<file path="config.mk">
export PLATFORM = sky130hd
export DESIGN_NAME = rgc_ramp_control
export DESIGN_NICKNAME = d
export VERILOG_FILES = /design/src/rgc_ramp_control.v /design/src/rgc_timing_input.v
export VERILOG_INCLUDE_DIRS = /design/src
export SDC_FILE = /design/constraint.sdc
export NUM_CORES = 1
export LEC_CHECK = 0
export BUFFER_PORTS_ARGS = -buffer_cell sky130_fd_sc_hd__buf_4
export CAP_MARGIN = 40
export CORE_AREA = 2 2 124 126
export DETAILED_ROUTE_END_ITERATION = 10
export DIE_AREA = 0 0 126 128
export GPL_ROUTABILITY_DRIVEN = 0
export PLACE_DENSITY = 0.64
export RECOVER_POWER = 100
export SYNTH_ARGS = -nofsm -noshare
export SYNTH_HDL_FRONTEND = slang
export SYNTH_SLANG_ARGS = --single-unit
</file>
<file path="constraint.sdc">
create_clock -name aclk -period 3.6 [get_ports aclk]
set_input_delay 0.72 -clock aclk [delete_from_list [all_inputs] [get_ports aclk]]
set_output_delay 0.72 -clock aclk [all_outputs]
set_load 0.1 [all_outputs]
</file>
<file path="src/rgc_consts.vh">
`ifndef RGC_CONSTS_VH
`define RGC_CONSTS_VH

// ----------------------------------------------------------------
// Register map and bus answers
// ----------------------------------------------------------------
`define RGC_ADDR_W 8
`define RGC_OFF_CTRL 8'h00
`define RGC_OFF_EVENT 8'h04
`define RGC_OFF_RISE_SEL 8'h08
`define RGC_OFF_FALL_SEL 8'h0c
`define RGC_OFF_REF_SEL 8'h10
`define RGC_OFF_CURRENT 8'h14
`define RGC_RESP_OKAY 2'b00
`define RGC_RESP_SLVERR 2'b10

// ----------------------------------------------------------------
// Control register fields
// ----------------------------------------------------------------
`define RGC_CTRL_ENABLE 0
`define RGC_CTRL_GO 1
`define RGC_CTRL_ONE_SHOT 2
`define RGC_CTRL_RISE_EDGE 3
`define RGC_CTRL_FALL_EDGE 4
`define RGC_CTRL_MODE_LO 5
`define RGC_CTRL_MODE_HI 6

// ----------------------------------------------------------------
// Event register fields
// ----------------------------------------------------------------
`define RGC_EVT_RISE_POL 0
`define RGC_EVT_FALL_POL 1
`define RGC_EVT_READY 2
`define RGC_EVT_TIMING 3
`define RGC_EVT_ONE_SHOT_BUSY 4

// ----------------------------------------------------------------
// Field widths, modes and reset values
// ----------------------------------------------------------------
`define RGC_SEL_W 4
`define RGC_REF_W 3
`define RGC_CUR_W 5
`define RGC_MODE_FALLING 2'b00
`define RGC_MODE_RISING 2'b01
`define RGC_MODE_ALTERNATING 2'b10
`define RGC_RST_MODE 2'b00
`define RGC_RST_SEL 4'h0
`define RGC_RST_REF 3'h0
`define RGC_RST_CUR 5'h00

// ----------------------------------------------------------------
// Timing
// ----------------------------------------------------------------
`define RGC_CLK_PERIOD_NS 5
`define RGC_ONE_SHOT_NS 50
`define RGC_STABILIZE_NS 1000
`define RGC_CNT_W 16

`endif

</file>
<file path="src/rgc_ramp_control.v">
// Behaviour
// - Rise input chosen by four-bit source select.
// - Fall input chosen by four-bit source select.
// - Each input has its own polarity bit.
// - Rise alone sets output; fall alone clears.
// - Neither active: output holds its value.
// - Both active: fall wins, output false.
// - Level or edge detection per input.
// - Three-bit reference input select field.
// - Current select field sets ramp slope.
// - Two-bit mode: falling, rising, alternating.
// - Discharge, source and sink switch meanings.
// - Falling: source open, sink closed, discharge toggles.
// - Rising: source closed, sink open, discharge toggles.
// - Alternating: discharge open, source/sink alternate.
// - Alternating: source and sink never both closed.
// - One-shot enforces minimum discharge or direction time.
// - One-shot ignores edges, suspends levels.
// - Ready flag after analog stabilisation time.
// - Start always triggers one one-shot period.
//
// Chosen here: the placing of the registers and the AXI4-Lite slave port.
`timescale 1ns/100ps
`include "rgc_consts.vh"

module rgc_ramp_control #(
	parameter NUM_PERIPH = 15,
	parameter STABILIZE_CYCLES = (`RGC_STABILIZE_NS + `RGC_CLK_PERIOD_NS - 1) / `RGC_CLK_PERIOD_NS
) (
	input wire aclk,
	input wire aresetn,
	input wire [`RGC_ADDR_W-1:0] s_axi_awaddr,
	input wire s_axi_awvalid,
	output wire s_axi_awready,
	input wire [31:0] s_axi_wdata,
	input wire [3:0] s_axi_wstrb,
	input wire s_axi_wvalid,
	output wire s_axi_wready,
	output wire [1:0] s_axi_bresp,
	output wire s_axi_bvalid,
	input wire s_axi_bready,
	input wire [`RGC_ADDR_W-1:0] s_axi_araddr,
	input wire s_axi_arvalid,
	output wire s_axi_arready,
	output wire [31:0] s_axi_rdata,
	output wire [1:0] s_axi_rresp,
	output wire s_axi_rvalid,
	input wire s_axi_rready,
	input wire rise_timing_pin,
	input wire fall_timing_pin,
	input wire [NUM_PERIPH-1:0] periph_sources,
	output wire ramp_enable,
	output wire [`RGC_REF_W-1:0] reference_input_select,
	output wire [`RGC_CUR_W-1:0] ramp_current_select,
	output wire discharge_switch,
	output wire source_switch,
	output wire sink_switch
);
	localparam integer ONE_SHOT_CYCLES =
		(`RGC_ONE_SHOT_NS + `RGC_CLK_PERIOD_NS - 1) / `RGC_CLK_PERIOD_NS;
	localparam integer STAB_CYCLES = STABILIZE_CYCLES;
	localparam [`RGC_CNT_W-1:0] ONE_SHOT_LOAD = ONE_SHOT_CYCLES[`RGC_CNT_W-1:0];
	localparam [`RGC_CNT_W-1:0] STAB_LOAD = STAB_CYCLES[`RGC_CNT_W-1:0];

	// ----------------------------------------------------------------
	// Bus slave state
	// ----------------------------------------------------------------
	reg awready_reg, wready_reg, aw_full_reg, w_full_reg, bvalid_reg, wstrb0_reg;
	reg arready_reg, rvalid_reg, rd_hit, wr_hit;
	reg [1:0] bresp_reg, rresp_reg;
	reg [`RGC_ADDR_W-1:0] awaddr_reg;
	reg [31:0] wdata_reg, rdata_reg, rdata_next;
	wire do_write, wr_ctrl, wr_event;

	// ----------------------------------------------------------------
	// Control state
	// ----------------------------------------------------------------
	reg enable_reg, run_reg, one_shot_enable_reg, rise_detect_mode_reg, fall_detect_mode_reg;
	reg rise_polarity_reg, fall_polarity_reg, ready_reg, timing_reg, timing_next;
	reg discharge_reg, source_reg, sink_reg, discharge_next, source_next, sink_next;
	reg [1:0] mode_reg;
	reg [`RGC_SEL_W-1:0] rise_source_select_reg, fall_source_select_reg;
	reg [`RGC_REF_W-1:0] reference_input_select_reg;
	reg [`RGC_CUR_W-1:0] ramp_current_select_reg;
	reg [`RGC_CNT_W-1:0] stab_cnt_reg, os_cnt_reg;
	wire go_start, os_busy, rise_active, fall_active;
	wire [1:0] ch_active, ch_pin, ch_pol, ch_mode;
	wire [2*`RGC_SEL_W-1:0] ch_select;

	// ----------------------------------------------------------------
	// Write channel: address and data taken in either order
	// ----------------------------------------------------------------
	assign do_write = aw_full_reg & w_full_reg & ~bvalid_reg;
	assign wr_ctrl = do_write & wstrb0_reg & (awaddr_reg == `RGC_OFF_CTRL);
	assign wr_event = do_write & wstrb0_reg & (awaddr_reg == `RGC_OFF_EVENT);

	always @* begin
		case (awaddr_reg)
		`RGC_OFF_CTRL, `RGC_OFF_EVENT, `RGC_OFF_RISE_SEL, `RGC_OFF_FALL_SEL,
		`RGC_OFF_REF_SEL, `RGC_OFF_CURRENT: wr_hit = 1'b1;
		default: wr_hit = 1'b0;
		endcase
	end

	always @(posedge aclk) begin
		if (!aresetn) begin
			awready_reg <= 1'b0;
			wready_reg <= 1'b0;
			aw_full_reg <= 1'b0;
			w_full_reg <= 1'b0;
			bvalid_reg <= 1'b0;
			bresp_reg <= `RGC_RESP_OKAY;
			awaddr_reg <= {`RGC_ADDR_W{1'b0}};
			wdata_reg <= 32'h00000000;
			wstrb0_reg <= 1'b0;
		end else begin
			if (s_axi_awvalid && awready_reg) begin
				aw_full_reg <= 1'b1;
				awaddr_reg <= s_axi_awaddr;
				awready_reg <= 1'b0;
			end else if (!aw_full_reg && !bvalid_reg) begin
				awready_reg <= 1'b1;
			end
			if (s_axi_wvalid && wready_reg) begin
				w_full_reg <= 1'b1;
				wdata_reg <= s_axi_wdata;
				wstrb0_reg <= s_axi_wstrb[0];
				wready_reg <= 1'b0;
			end else if (!w_full_reg && !bvalid_reg) begin
				wready_reg <= 1'b1;
			end
			if (do_write) begin
				aw_full_reg <= 1'b0;
				w_full_reg <= 1'b0;
				bvalid_reg <= 1'b1;
				bresp_reg <= wr_hit ? `RGC_RESP_OKAY : `RGC_RESP_SLVERR;
			end else if (bvalid_reg && s_axi_bready) begin
				bvalid_reg <= 1'b0;
			end
		end
	end

	// ----------------------------------------------------------------
	// Read channel
	// ----------------------------------------------------------------
	always @* begin
		rd_hit = 1'b1;
		rdata_next = 32'h00000000;
		case (s_axi_araddr)
		`RGC_OFF_CTRL: begin
			rdata_next[`RGC_CTRL_ENABLE] = enable_reg;
			rdata_next[`RGC_CTRL_GO] = run_reg;
			rdata_next[`RGC_CTRL_ONE_SHOT] = one_shot_enable_reg;
			rdata_next[`RGC_CTRL_RISE_EDGE] = rise_detect_mode_reg;
			rdata_next[`RGC_CTRL_FALL_EDGE] = fall_detect_mode_reg;
			rdata_next[`RGC_CTRL_MODE_HI:`RGC_CTRL_MODE_LO] = mode_reg;
		end
		`RGC_OFF_EVENT: begin
			rdata_next[`RGC_EVT_RISE_POL] = rise_polarity_reg;
			rdata_next[`RGC_EVT_FALL_POL] = fall_polarity_reg;
			rdata_next[`RGC_EVT_READY] = ready_reg;
			rdata_next[`RGC_EVT_TIMING] = timing_reg;
			rdata_next[`RGC_EVT_ONE_SHOT_BUSY] = os_busy;
		end
		`RGC_OFF_RISE_SEL: rdata_next[`RGC_SEL_W-1:0] = rise_source_select_reg;
		`RGC_OFF_FALL_SEL: rdata_next[`RGC_SEL_W-1:0] = fall_source_select_reg;
		`RGC_OFF_REF_SEL: rdata_next[`RGC_REF_W-1:0] = reference_input_select_reg;
		`RGC_OFF_CURRENT: rdata_next[`RGC_CUR_W-1:0] = ramp_current_select_reg;
		default: rd_hit = 1'b0;
		endcase
	end

	always @(posedge aclk) begin
		if (!aresetn) begin
			arready_reg <= 1'b0;
			rvalid_reg <= 1'b0;
			rresp_reg <= `RGC_RESP_OKAY;
			rdata_reg <= 32'h00000000;
		end else if (s_axi_arvalid && arready_reg) begin
			arready_reg <= 1'b0;
			rvalid_reg <= 1'b1;
			rdata_reg <= rdata_next;
			rresp_reg <= rd_hit ? `RGC_RESP_OKAY : `RGC_RESP_SLVERR;
		end else if (rvalid_reg && s_axi_rready) begin
			rvalid_reg <= 1'b0;
		end else if (!rvalid_reg) begin
			arready_reg <= 1'b1;
		end
	end

	// ----------------------------------------------------------------
	// Configuration registers
	// ----------------------------------------------------------------
	assign go_start = wr_ctrl & wdata_reg[`RGC_CTRL_GO] & enable_reg & ~run_reg;

	always @(posedge aclk) begin
		if (!aresetn) begin
			enable_reg <= 1'b0;
			run_reg <= 1'b0;
			one_shot_enable_reg <= 1'b0;
			rise_detect_mode_reg <= 1'b0;
			fall_detect_mode_reg <= 1'b0;
			mode_reg <= `RGC_RST_MODE;
			rise_polarity_reg <= 1'b0;
			fall_polarity_reg <= 1'b0;
			rise_source_select_reg <= `RGC_RST_SEL;
			fall_source_select_reg <= `RGC_RST_SEL;
			reference_input_select_reg <= `RGC_RST_REF;
			ramp_current_select_reg <= `RGC_RST_CUR;
		end else if (do_write && wstrb0_reg) begin
			if (wr_ctrl) begin
				enable_reg <= wdata_reg[`RGC_CTRL_ENABLE];
				run_reg <= wdata_reg[`RGC_CTRL_GO] & enable_reg & wdata_reg[`RGC_CTRL_ENABLE];
				one_shot_enable_reg <= wdata_reg[`RGC_CTRL_ONE_SHOT];
				rise_detect_mode_reg <= wdata_reg[`RGC_CTRL_RISE_EDGE];
				fall_detect_mode_reg <= wdata_reg[`RGC_CTRL_FALL_EDGE];
				mode_reg <= wdata_reg[`RGC_CTRL_MODE_HI:`RGC_CTRL_MODE_LO];
			end
			if (wr_event) begin
				rise_polarity_reg <= wdata_reg[`RGC_EVT_RISE_POL];
				fall_polarity_reg <= wdata_reg[`RGC_EVT_FALL_POL];
			end
			if (awaddr_reg == `RGC_OFF_RISE_SEL) begin
				rise_source_select_reg <= wdata_reg[`RGC_SEL_W-1:0];
			end
			if (awaddr_reg == `RGC_OFF_FALL_SEL) begin
				fall_source_select_reg <= wdata_reg[`RGC_SEL_W-1:0];
			end
			if (awaddr_reg == `RGC_OFF_REF_SEL) begin
				reference_input_select_reg <= wdata_reg[`RGC_REF_W-1:0];
			end
			if (awaddr_reg == `RGC_OFF_CURRENT) begin
				ramp_current_select_reg <= wdata_reg[`RGC_CUR_W-1:0];
			end
		end
	end

	// ----------------------------------------------------------------
	// Ready flag after the analog settling time
	// ----------------------------------------------------------------
	always @(posedge aclk) begin
		if (!aresetn) begin
			stab_cnt_reg <= {`RGC_CNT_W{1'b0}};
			ready_reg <= 1'b0;
		end else if (!enable_reg) begin
			stab_cnt_reg <= STAB_LOAD;
			ready_reg <= 1'b0;
		end else if (stab_cnt_reg != {`RGC_CNT_W{1'b0}}) begin
			stab_cnt_reg <= stab_cnt_reg - 1'b1;
		end else begin
			ready_reg <= 1'b1;
		end
	end

	// ----------------------------------------------------------------
	// Timing inputs
	// ----------------------------------------------------------------
	assign ch_select = {fall_source_select_reg, rise_source_select_reg};
	assign ch_pin = {fall_timing_pin, rise_timing_pin};
	assign ch_pol = {fall_polarity_reg, rise_polarity_reg};
	assign ch_mode = {fall_detect_mode_reg, rise_detect_mode_reg};

	genvar ch;
	generate
		for (ch = 0; ch < 2; ch = ch + 1) begin : g_input
			rgc_timing_input #(.NUM_PERIPH(NUM_PERIPH)) u_input (
				.aclk(aclk), .aresetn(aresetn), .timing_pin(ch_pin[ch]),
				.periph_sources(periph_sources),
				.source_select(ch_select[ch*`RGC_SEL_W +: `RGC_SEL_W]),
				.polarity(ch_pol[ch]), .detect_mode(ch_mode[ch]), .active(ch_active[ch])
			);
		end
	endgenerate

	assign rise_active = ch_active[0];
	assign fall_active = ch_active[1];

	// ----------------------------------------------------------------
	// Timing latch and one-shot timer
	// ----------------------------------------------------------------
	assign os_busy = os_cnt_reg != {`RGC_CNT_W{1'b0}};

	// The latch is frozen while the one-shot runs, so edges seen then are
	// lost and levels take effect once it ends.
	always @* begin
		timing_next = timing_reg;
		if (!run_reg) begin
			timing_next = 1'b0;
		end else if (!os_busy) begin
			if (fall_active) begin
				timing_next = 1'b0;
			end else if (rise_active) begin
				timing_next = 1'b1;
			end
		end
	end

	always @(posedge aclk) begin
		if (!aresetn) begin
			timing_reg <= 1'b0;
			os_cnt_reg <= {`RGC_CNT_W{1'b0}};
		end else begin
			timing_reg <= timing_next;
			if (go_start) begin
				os_cnt_reg <= ONE_SHOT_LOAD;
			end else if (!run_reg) begin
				os_cnt_reg <= {`RGC_CNT_W{1'b0}};
			end else if (one_shot_enable_reg && (timing_next != timing_reg)) begin
				os_cnt_reg <= ONE_SHOT_LOAD;
			end else if (os_busy) begin
				os_cnt_reg <= os_cnt_reg - 1'b1;
			end
		end
	end

	// ----------------------------------------------------------------
	// Analog switch control
	// ----------------------------------------------------------------
	always @* begin
		discharge_next = 1'b1;
		source_next = 1'b0;
		sink_next = 1'b0;
		// The latch stays false through the start one-shot, so the capacitor is
		// held shorted in the ramp modes while source or sink stays as the mode says.
		if (run_reg) begin
			case (mode_reg)
			`RGC_MODE_RISING: begin
				discharge_next = ~timing_reg;
				source_next = 1'b1;
			end
			`RGC_MODE_ALTERNATING: begin
				discharge_next = 1'b0;
				source_next = timing_reg;
				sink_next = ~timing_reg;
			end
			default: begin
				discharge_next = ~timing_reg;
				sink_next = 1'b1;
			end
			endcase
		end
	end

	always @(posedge aclk) begin
		if (!aresetn) begin
			discharge_reg <= 1'b1;
			source_reg <= 1'b0;
			sink_reg <= 1'b0;
		end else begin
			discharge_reg <= discharge_next;
			source_reg <= source_next;
			sink_reg <= sink_next;
		end
	end

	// ----------------------------------------------------------------
	// Outputs
	// ----------------------------------------------------------------
	assign s_axi_awready = awready_reg;
	assign s_axi_wready = wready_reg;
	assign s_axi_bresp = bresp_reg;
	assign s_axi_bvalid = bvalid_reg;
	assign s_axi_arready = arready_reg;
	assign s_axi_rdata = rdata_reg;
	assign s_axi_rresp = rresp_reg;
	assign s_axi_rvalid = rvalid_reg;
	assign ramp_enable = enable_reg;
	assign reference_input_select = reference_input_select_reg;
	assign ramp_current_select = ramp_current_select_reg;
	assign discharge_switch = discharge_reg;
	assign source_switch = source_reg;
	assign sink_switch = sink_reg;
endmodule

</file>
<file path="src/rgc_timing_input.v">
`timescale 1ns/100ps

// ----------------------------------------------------------------
// One timing input: source selection, synchroniser, polarity and
// level or edge detection.
// ----------------------------------------------------------------
module rgc_timing_input #(
	parameter NUM_PERIPH = 15
) (
	input wire aclk,
	input wire aresetn,
	input wire timing_pin,
	input wire [NUM_PERIPH-1:0] periph_sources,
	input wire [3:0] source_select,
	input wire polarity,
	input wire detect_mode,
	output wire active
);
	wire [NUM_PERIPH:0] all_sources;
	reg [NUM_PERIPH:0] sync1_reg;
	reg [NUM_PERIPH:0] sync2_reg;
	reg raw_sel;
	reg level_d_reg;
	wire level;

	assign all_sources = {periph_sources, timing_pin};

	// Code zero picks the pin, higher codes the peripheral outputs.
	always @* begin
		raw_sel = 1'b0;
		if (source_select <= NUM_PERIPH) begin
			raw_sel = sync2_reg[source_select];
		end
	end

	// Every source is asynchronous, so each passes two flops before the select looks.
	always @(posedge aclk) begin
		if (!aresetn) begin
			sync1_reg <= {(NUM_PERIPH+1){1'b0}};
			sync2_reg <= {(NUM_PERIPH+1){1'b0}};
			level_d_reg <= 1'b0;
		end else begin
			sync1_reg <= all_sources;
			sync2_reg <= sync1_reg;
			level_d_reg <= level;
		end
	end

	assign level = raw_sel ^ polarity;
	assign active = detect_mode ? (level & ~level_d_reg) : level;
endmodule

</file>
==> results of run 1 <==
==> report_power, final <==
part,switching [mW],internal [mW]
sequential,0.0327,1.48
combinational,0.265,0.0826
clock,0.639,0.982
==> synth_stat cells, types with 2 or more instances <==
library cell | number | area, um^2
xnor2_1 | 18 | 157.7
a2bb2oi_1 | 2 | 17.52
or2_1 | 2 | 12.51
or4_1 | 4 | 30.03
nand2_1 | 45 | 168.9
clkbuf_1 | 22 | 82.58
mux2i_1 | 32 | 320.3
nor4_1 | 8 | 50.05
a21oi_1 | 33 | 165.2
nor2_1 | 63 | 236.5
nand3_1 | 26 | 130.1
nor3_1 | 24 | 120.1
nor3b_1 | 2 | 15.01
or2_2 | 2 | 12.51
a21boi_0 | 4 | 30.03
and3_1 | 2 | 12.51
nand4_1 | 5 | 31.28
nand3b_1 | 2 | 15.01
buf_4 | 29 | 217.7
a22oi_2 | 2 | 25.02
xor2_1 | 6 | 52.55
inv_1 | 12 | 45.04
nand2b_1 | 3 | 18.77
nor2b_1 | 7 | 43.79
nor3_2 | 10 | 100.1
buf_2 | 2 | 10.01
and2b_2 | 2 | 17.52
dfxtp_1 | 130 | 2603
and4_1 | 2 | 17.52
or3_1 | 7 | 43.79
a31oi_1 | 2 | 12.51
a221oi_1 | 7 | 61.31
mux4_2 | 2 | 45.04
a211oi_1 | 5 | 37.54
ha_1 | 4 | 50.05
buf_6 | 2 | 22.52
o21ai_0 | 12 | 60.06
mux4_1 | 4 | 105.1
and2_1 | 38 | 237.7
==> area by class of cell <==
cell class                 count  share of cell area
tap                          188             0.03468
multi-input combinational    449              0.4232
clock buffer                  20             0.06733
timing repair buffer          77             0.06862
inverter                      12            0.006641
clock inverter                12             0.01586
sequential                   130              0.3837
==> per-layer routing <==
metal	up-vias	routed length (um)
met5	-	0
met4	0	227
met3	19	521
met2	118	6515
met1	2147	5816
li1	2264	-
==> layout by cell type (no fill, tap or decap), drive strengths merged, types with 7 or more instances in the layout <==
master	n
nor3	34
xnor2	18
mux2i	32
nor2b	7
nor4	10
a21oi	34
conb	27
or3	7
nor2	64
buf	47
nand2	45
dfxtp	130
inv	13
nand3	26
o21ai	13
clkbuf	50
and2	39
a221oi	7
==> worst register-to-register path: cells and delay by family, from the launching register on <==
family                     cells  cell delay (ns)
buffers and inverters          1             0.10
AOI/OAI and AO/OA              2             0.79
and+or+nand+nor                4             1.25
DFF                            1             0.31
adders and majority gates      1             0.20
==> stage by stage <==
step	hold slack (ns)	setup slack, ns	instance area [um^2]	cells	utilization
CTS	0.4306	0.8201	6935	888	0.4666
global route	0.4477	0.4880	6783	888	0.4563
global placement	0.4188	0.9192	6366	855	0.4283
floorplan	0.4119	1.275	5897	647	-
finish	0.4290	0.7843	6783	888	0.4563
detailed placement	0.4177	0.8465	6371	856	0.4286
==> final timing paths <==
| check | start | endpoint | cells after the start |
|---|---|---|---|
| setup / recovery | os_cnt_reg[0]$_SDFFE_PP0P_ | os_cnt_reg[2]$_SDFFE_PP0P_ | 8 |
| hold / removal | g_input[0].u_input.sync1_reg[8]$_SDFF_PN0_ | g_input[0].u_input.sync2_reg[8]$_SDFF_PN0_ | 1 |
| setup reg to reg | os_cnt_reg[0]$_SDFFE_PP0P_ | os_cnt_reg[2]$_SDFFE_PP0P_ | 8 |
| hold reg to reg | g_input[0].u_input.sync1_reg[8]$_SDFF_PN0_ | g_input[0].u_input.sync2_reg[8]$_SDFF_PN0_ | 1 |
==> kinds of logic after synthesis <==
| family | after synthesis | synth area share |
|---|---|---|
| buffers and inverters | 68 | 0.06580 |
| AO/OA/AOI/OAI | 86 | 0.1018 |
| flip-flops | 130 | 0.4488 |
| AND/OR/NAND/NOR | 269 | 0.2550 |
| multiplexers | 39 | 0.08306 |
| XOR/XNOR | 24 | 0.03625 |
| other | 1 | 0.0006466 |
| adder cells (fa/ha/maj) | 4 | 0.008630 |
==> reports/results.ini, run 1 <==
[status]
outcome=complete, but fails checks
violations=capacitance limit, slew limit

[clocking]
cts_tree=done
clk_pin_slew_ns=0.06
cts-root-buf=clkbuf_16
postCtsSetupRepairBufs=0
cts_buffers=17
insertion_delay_ns=0.42
cts_max_path_buffers=2
clock-sinks=130
htreeDepth=4
hold_buffers=0
cts_resized=0

[die]
die_area_um2=16130
ios=129
dieHeight_um=128
rows=45
fp.dieW_um=126
start_util=0.3902
coreArea_um2=14860

[grt]
antenna_found_initial=0
grt_pass1_vias=4433
grtUsageMet3=0.04090
grt_max_degree=56
use_met1=0.1954
grt_use_total=0.1657
grt.overflow.total=0
use_met2=0.2872
grt_pass1_wl_um=21200
busiest_layer=met2

[setup_path]
end_kind=register
crit_buf_inv=1
critPathKind=register to register
slowest_delay_ns=0.63
crit_chain=inv_1 -> ha_1 -> nor3b_1 -> nand3_1 -> nor2_1 -> o211ai_4 -> o21bai_2 -> nor3_1
required_ns=3.87
cp.arrival_ns=3.09
cp_slowest_cell=nor2_1
crit_path_start_kind=register
crit_fanout=14
critPathTopFamily=simple AND/OR/NAND/NOR gates
r2r_slack_ns=0.78

[power]
power.density_nw_per_um2=513.2
worst_ir_drop_vdd_mv=0.3026
p_leak_nw=2.785
p_total_mw=3.481

[yosys]
synth-edff-count=0
avgSynthCellArea_um2=9.339
ys_async_sr_fraction=0
ys_ff_latch=130
synth_ff_type=dfxtp_1
postSynthCellCount=621
ys_seq_area_frac=0.4488
synth_cell_types=76
yosysWarnings=0
syn-cell-area_um2=5799

[flow_run]
cap_violations=1

[sta]
maxSlewHeadroom=-0.2607
finClkSkew_ns=0.007826
worstMarginPinSlew_ns=1.891
finalSetupViolCount=0
fin_crit_sh=0.7821
post-route-min-period_ns=2.816
tns_ns=0
grt_setup_unrepaired=false
finalHoldViolCount=0
slew_viol_final=44
max_freq_ghz=0.3551

[detailed_routing]
via_per_inst=5.122
routedWlPerCell_um=14.73
detail-route-antenna-nets=0
drt_iter0_markers=268
vias=4548
drc=0
dr.pass1.iters=4
drt-total-wl_um=13080

[cells_and_area]
fillers=1453
final_nets=767
drive_gt1_frac=0.1443
n_antenna_cell=0
regArea_um2=2603
multi_input_area_um2=2870
area_growth_pct=16.96

[worst_hold_path]
hold_class=register to register

[placed_design]
hpwl_um=9450
port_buffers=73

Power figures use the tool's default switching activity.
==> run 2, diff against run 1 <==
==> constraint.sdc (replaced) <==
create_clock -name aclk -period 2.7 [get_ports aclk]
set_input_delay 0.54 -clock aclk [delete_from_list [all_inputs] [get_ports aclk]]
set_output_delay 0.54 -clock aclk [all_outputs]
set_load 0.1 [all_outputs]
==> run 2 against run 1 <==
  * The run now ends clean
  * Final cell count rose by 0.45%
  * Die area did not move
  * Setup slack got worse by 0.55 ns
  * Register-to-register slack got worse by 0.55 ns
==> reports/results.ini, run 2 (same netlist as run 1, synthesis figures left out) <==
[sta]
worstMarginPinSlew_ns=1.343  ; was 1.891 ns
holdWs_ns=0.3178  ; was 0.4290 ns
fin_crit_sh=0.9146  ; was 0.7821
postLayoutSetupSlackWorst_ns=0.2307  ; was 0.7843 ns
post-route-min-period_ns=2.469  ; was 2.816 ns
max_freq_ghz=0.4050  ; was 0.3551 GHz
tns_ns=0  ; unchanged
slew_viol_final=0  ; was 44
finClkSkew_ns=0.01192  ; was 0.007826 ns
finalHoldViolCount=0  ; unchanged
grt_setup_unrepaired=false  ; unchanged
maxSlewHeadroom=0.1044  ; was -0.2607
finalSetupViolCount=0  ; unchanged

[clocking]
cts_max_path_buffers=2  ; unchanged
cts_resized=0  ; unchanged
clock-sinks=130  ; unchanged
hold_buffers=0  ; unchanged
cts_buffers=17  ; unchanged
insertion_delay_ns=0.43  ; was 0.42 ns
htreeDepth=4  ; unchanged
cts-root-buf=clkbuf_16  ; unchanged
cts_tree=done  ; unchanged
clk_pin_slew_ns=0.06  ; about the same
postCtsSetupRepairBufs=0  ; unchanged

[setup_path]
crit_fanout=14  ; unchanged
cp.arrival_ns=2.78  ; was 3.09 ns
required_ns=3.01  ; was 3.87 ns
critPathKind=register to register  ; unchanged
end_kind=register  ; unchanged
crit_path_start_kind=register  ; unchanged

[detailed_routing]
vias=4589  ; was 4548
drt_iter0_markers=240  ; was 268
dr.pass1.iters=5  ; was 4
detail-route-antenna-nets=0  ; unchanged
routedWlPerCell_um=14.41  ; was 14.73 um
via_per_inst=5.145  ; was 5.122
drt-total-wl_um=12850  ; was 13080 um
drc=0  ; unchanged

[cells_and_area]
drive_gt1_frac=0.1577  ; was 0.1443
layout_common_cells=130 x dfxtp_1, 63 x nor2_1, 50 x buf_4  ; was 130 x dfxtp_1, 64 x nor2_1, 47 x buf_4
final_nets=771  ; was 767
n_antenna_cell=0  ; unchanged
area_growth_pct=17.99  ; was 16.96%
final_common_cell=dfxtp_1  ; unchanged
finalNonFillerCells=892  ; was 888

[die]
fp.dieW_um=126  ; unchanged
ios=129  ; unchanged
rows=45  ; unchanged
dieHeight_um=128  ; unchanged
start_util=0.3902  ; unchanged
die_area_um2=16130  ; unchanged
coreArea_um2=14860  ; unchanged

[grt]
grt_pass1_wl_um=21450  ; was 21200 um
grt.overflow.total=0  ; unchanged
grt_max_degree=49  ; was 56
antenna_found_initial=0  ; unchanged
grt_pass1_vias=4485  ; was 4433
grt_use_total=0.1675  ; was 0.1657

[placed_design]
port_buffers=73  ; unchanged
place_ws_ns=0.2689  ; was 0.8465 ns
hpwl_um=9256  ; was 9450 um
place_inst=860  ; was 856

[flow_run]
cap_violations=0  ; was 1

[status]
outcome=complete, no violations  ; was complete, but fails checks

[worst_hold_path]
hold_class=primary input to register  ; was register to register

[power]
p_leak_nw=2.831  ; was 2.785 nW
power.density_nw_per_um2=689.5  ; was 513.2 nW/um^2
worst_ir_drop_vdd_mv=0.5245  ; was 0.3026 mV

[run 2: layout make-up]
cell class	count	area (um^2)
Clock buffer	18	439.2
Clock inverter	14	143.9
Fill cell	1438	8021
Inverter	12	45.04
Multi-Input combinational cell	449	2864
Sequential cell	130	2603
Tap cell	188	235.2
Timing Repair Buffer	81	513.0
[run 2: critical path, stage by stage, from the launching register on]
cell and delay [ns]:
dfxtp_1 0.51, mux4_2 0.54, mux2i_1 0.17, xor2_1 0.08, a211o_1 0.40, nor4b_2 0.39
buf_12 0.19, nor3_1 0.06
[run 2: where the power goes]
part           total, mW  internal (mW)  switching, mW
Sequential          2.02           1.97         0.0438
Combinational      0.464          0.112          0.352
Clock               2.24           1.32          0.918
[run 2: per-layer routing]
layer	vias to the layer above	part of all wire	global-route usage	routed length, um
li1	2280	-	-	-
met1	2171	0.43	0.1899	5489
met2	123	0.50	0.2929	6486
met3	15	0.052	0.05342	674
met4	0	0.016	0.06723	200
met5	-	0	0	0
[run 2: path summary, 6_finish.rpt]
| check | startpoint | to | slack [ns] | depth (start not counted) |
|---|---|---|---|---|
| max | rise_source_select_reg[2]$_SDFFE_PN0P_ | os_cnt_reg[8]$_SDFFE_PP0P_ | 0.23 | 7 |
| min reg2reg | g_input[0].u_input.sync1_reg[13]$_SDFF_PN0_ | g_input[0].u_input.sync2_reg[13]$_SDFF_PN0_ | 0.43 | 1 |
| min | periph_sources[9] | g_input[0].u_input.sync1_reg[10]$_SDFF_PN0_ | 0.32 | 2 |
| max reg2reg | rise_source_select_reg[2]$_SDFFE_PN0P_ | os_cnt_reg[8]$_SDFFE_PP0P_ | 0.23 | 7 |
[run 2: stage by stage]
stage / total power [mW] / util / area [um^2]
2_1_floorplan: 2.452 / - / 5897
3_3_place_gp: 2.526 / 0.4317 / 6416
3_5_place_dp: 2.534 / 0.4317 / 6416
4_1_cts: 4.767 / 0.4709 / 6999
5_1_grt: 4.894 / 0.4604 / 6843
6_report: 4.718 / 0.4604 / 6843
==> run 3, diff against run 2 <==
--- a/config.mk
+++ b/config.mk
@@ -6,7 +6,7 @@
 export SDC_FILE = /design/constraint.sdc
 export NUM_CORES = 1
 export LEC_CHECK = 0
-export BUFFER_PORTS_ARGS = -buffer_cell sky130_fd_sc_hd__buf_4
+export BUFFER_PORTS_ARGS = -buffer_cell sky130_fd_sc_hd__buf_2
 export CAP_MARGIN = 40
 export CORE_AREA = 2 2 124 126
 export DETAILED_ROUTE_END_ITERATION = 10
==> run 3 against run 2 <==
  * Critical path depth unchanged
  * Power decreased by 0.11%
  * Clock-buffer cell count unchanged
  * Utilization decreased by 0.78 points
  * First-iteration DRC count increased by 1.3%
  * Critical path type unchanged
  * Largest power group unchanged
==> reports/results.ini, run 3 (same netlist as run 1, synthesis figures left out) <==
[setup_path]
crit_path_start_kind=register  ; unchanged
end_kind=register  ; unchanged
critPathLaunch=rise_source_select_reg[2]$_SDFFE_PN0P_  ; unchanged
required_ns=2.99  ; was 3.01 ns
crit_fanout=14  ; unchanged
r2r_start=rise_source_select_reg[2]$_SDFFE_PN0P_  ; unchanged
r2r_end=os_cnt_reg[10]$_SDFFE_PP0P_  ; was os_cnt_reg[8]$_SDFFE_PP0P_
ff2ff_path_depth=7  ; unchanged
critPathKind=register to register  ; unchanged
cp.arrival_ns=2.77  ; was 2.78 ns
r2r_slack_ns=0.22  ; was 0.23 ns

[grt]
antenna_found_initial=1  ; was 0
grt.overflow.total=0  ; unchanged
grt_pass1_vias=4347  ; was 4485
grt_pass1_wl_um=20820  ; was 21450 um
grt_max_degree=44  ; was 49
grt_use_total=0.1615  ; was 0.1675

[detailed_routing]
drt_iter0_markers=243  ; was 240
detail-route-antenna-nets=0  ; unchanged
drc=0  ; unchanged
dr.pass1.iters=5  ; unchanged
drt-total-wl_um=12850  ; about the same
vias=4562  ; was 4589
routedWlPerCell_um=14.38  ; was 14.41 um
via_per_inst=5.103  ; was 5.145

[sta]
tns_ns=0  ; unchanged
holdWs_ns=0.3299  ; was 0.3178 ns
max_freq_ghz=0.4037  ; was 0.4050 GHz
grt_setup_unrepaired=false  ; unchanged
finClkSkew_ns=0.006884  ; was 0.01192 ns
slew_viol_final=0  ; unchanged
finalSetupViolCount=0  ; unchanged
finalHoldViolCount=0  ; unchanged
maxSlewHeadroom=0.1713  ; was 0.1044
worstMarginPinSlew_ns=1.248  ; was 1.343 ns
fin_crit_sh=0.9174  ; was 0.9146
post-route-min-period_ns=2.477  ; was 2.469 ns

[clocking]
postCtsSetupRepairBufs=0  ; unchanged
cts_buffers=17  ; unchanged
cts_resized=0  ; unchanged
cts_tree=done  ; unchanged
insertion_delay_ns=0.41  ; was 0.43 ns
clk_pin_slew_ns=0.06  ; about the same
clock-sinks=130  ; unchanged
cts_max_path_buffers=2  ; unchanged
hold_buffers=0  ; unchanged
cts-root-buf=clkbuf_16  ; unchanged
htreeDepth=4  ; unchanged

[die]
die_area_um2=16130  ; unchanged
start_util=0.3902  ; unchanged
ios=129  ; unchanged
fp.dieW_um=126  ; unchanged
coreArea_um2=14860  ; unchanged
rows=45  ; unchanged
dieHeight_um=128  ; unchanged

[status]
outcome=complete, no violations  ; unchanged

[cells_and_area]
final_nets=773  ; was 771
layout_common_cells=130 x dfxtp_1, 63 x nor2_1, 45 x nand2_1, 45 x buf_2, 33 x a21oi_1  ; was 130 x dfxtp_1, 63 x nor2_1, 50 x buf_4
drive_gt1_frac=0.1516  ; was 0.1577
area_growth_pct=15.99  ; was 17.99%
fillers=1453  ; was 1438
regArea_um2=2603  ; unchanged
fin_util=0.4525  ; was 0.4604
finalNonFillerCells=894  ; was 892
multi_input_area_um2=2864  ; unchanged
n_antenna_cell=0  ; unchanged
final_common_cell=dfxtp_1  ; unchanged

[power]
worst_ir_drop_vdd_mv=0.4725  ; was 0.5245 mV
p_total_mw=4.713  ; was 4.718 mW
p_leak_nw=2.777  ; was 2.831 nW
power.density_nw_per_um2=700.7  ; was 689.5 nW/um^2

[worst_hold_path]
min_to=g_input[0].u_input.sync1_reg[10]$_SDFF_PN0_  ; unchanged
min_path_cells=2  ; unchanged
hold_class=primary input to register  ; unchanged
hold_start=periph_sources[9]  ; unchanged

[placed_design]
hpwl_um=9454  ; was 9256 um
place_inst=862  ; was 860
port_buffers=73  ; unchanged

[flow_run]
cap_violations=0  ; unchanged

run 3: changes by cell type in the layout (fill, tap and decap cells not counted), sizes merged:
cell      change
clkbuf        +5
clkinvlp      +1
bufinv        +1
inv           -3
buf           -3
clkinv        +1
run 3: worst max-delay path by stage:
stage                                       end  cells after the start  slack, ns
floorplan            os_cnt_reg[1]$_SDFFE_PN0P_                      7       0.38
global placement     os_cnt_reg[4]$_SDFFE_PP0P_                      7       0.29
detailed placement   os_cnt_reg[4]$_SDFFE_PP0P_                      7       0.24
CTS                  os_cnt_reg[5]$_SDFFE_PP0P_                      7       0.22
global route        os_cnt_reg[10]$_SDFFE_PP0P_                      7       0.07
finish              os_cnt_reg[10]$_SDFFE_PP0P_                      7       0.22
run 3: per-stage QoR:
step,instance area (um^2),setup slack [ns]
final,6726,0.2230
after global routing,6726,0.07408
after CTS,6832,0.2247
after detailed placement,6248,0.2424
after global placement,6248,0.2889
after floorplan,5897,0.3754
run 3: worst max-delay path: stages (launching register included):
cell,delay [ns]
dfxtp_1,0.51
mux4_2,0.56
mux2i_1,0.18
xor2_1,0.09
a211o_1,0.39
nor4b_2,0.38
buf_12,0.19
nor3_1,0.06
run 3: area by class of cell:
cell class / count / area share
multi-input cells: 449 / 0.4258
flip-flops and latches: 130 / 0.3869
clock buffers: 18 / 0.06380
repair buffers: 83 / 0.05897
well taps: 188 / 0.03497
clock inverters: 14 / 0.02288
inverters: 12 / 0.006696
run 3: power breakdown:
group          internal (mW)  leakage [nW]  switching (mW)  total [mW]
clock network           1.37         0.283           0.880        2.25
registers               1.97          1.06          0.0434        2.02
logic                 0.0922          1.43           0.353       0.445
total                   3.44          2.78            1.28        4.71
run 3: routing by layer:
metal | vias up | global-route usage | wire length (um)
met3 | 27 | 0.04674 | 710
met1 | 2141 | 0.1853 | 5411
met2 | 125 | 0.2748 | 6385
li1 | 2267 | - | -
met5 | - | 0 | 9
met4 | 2 | 0.08274 | 337
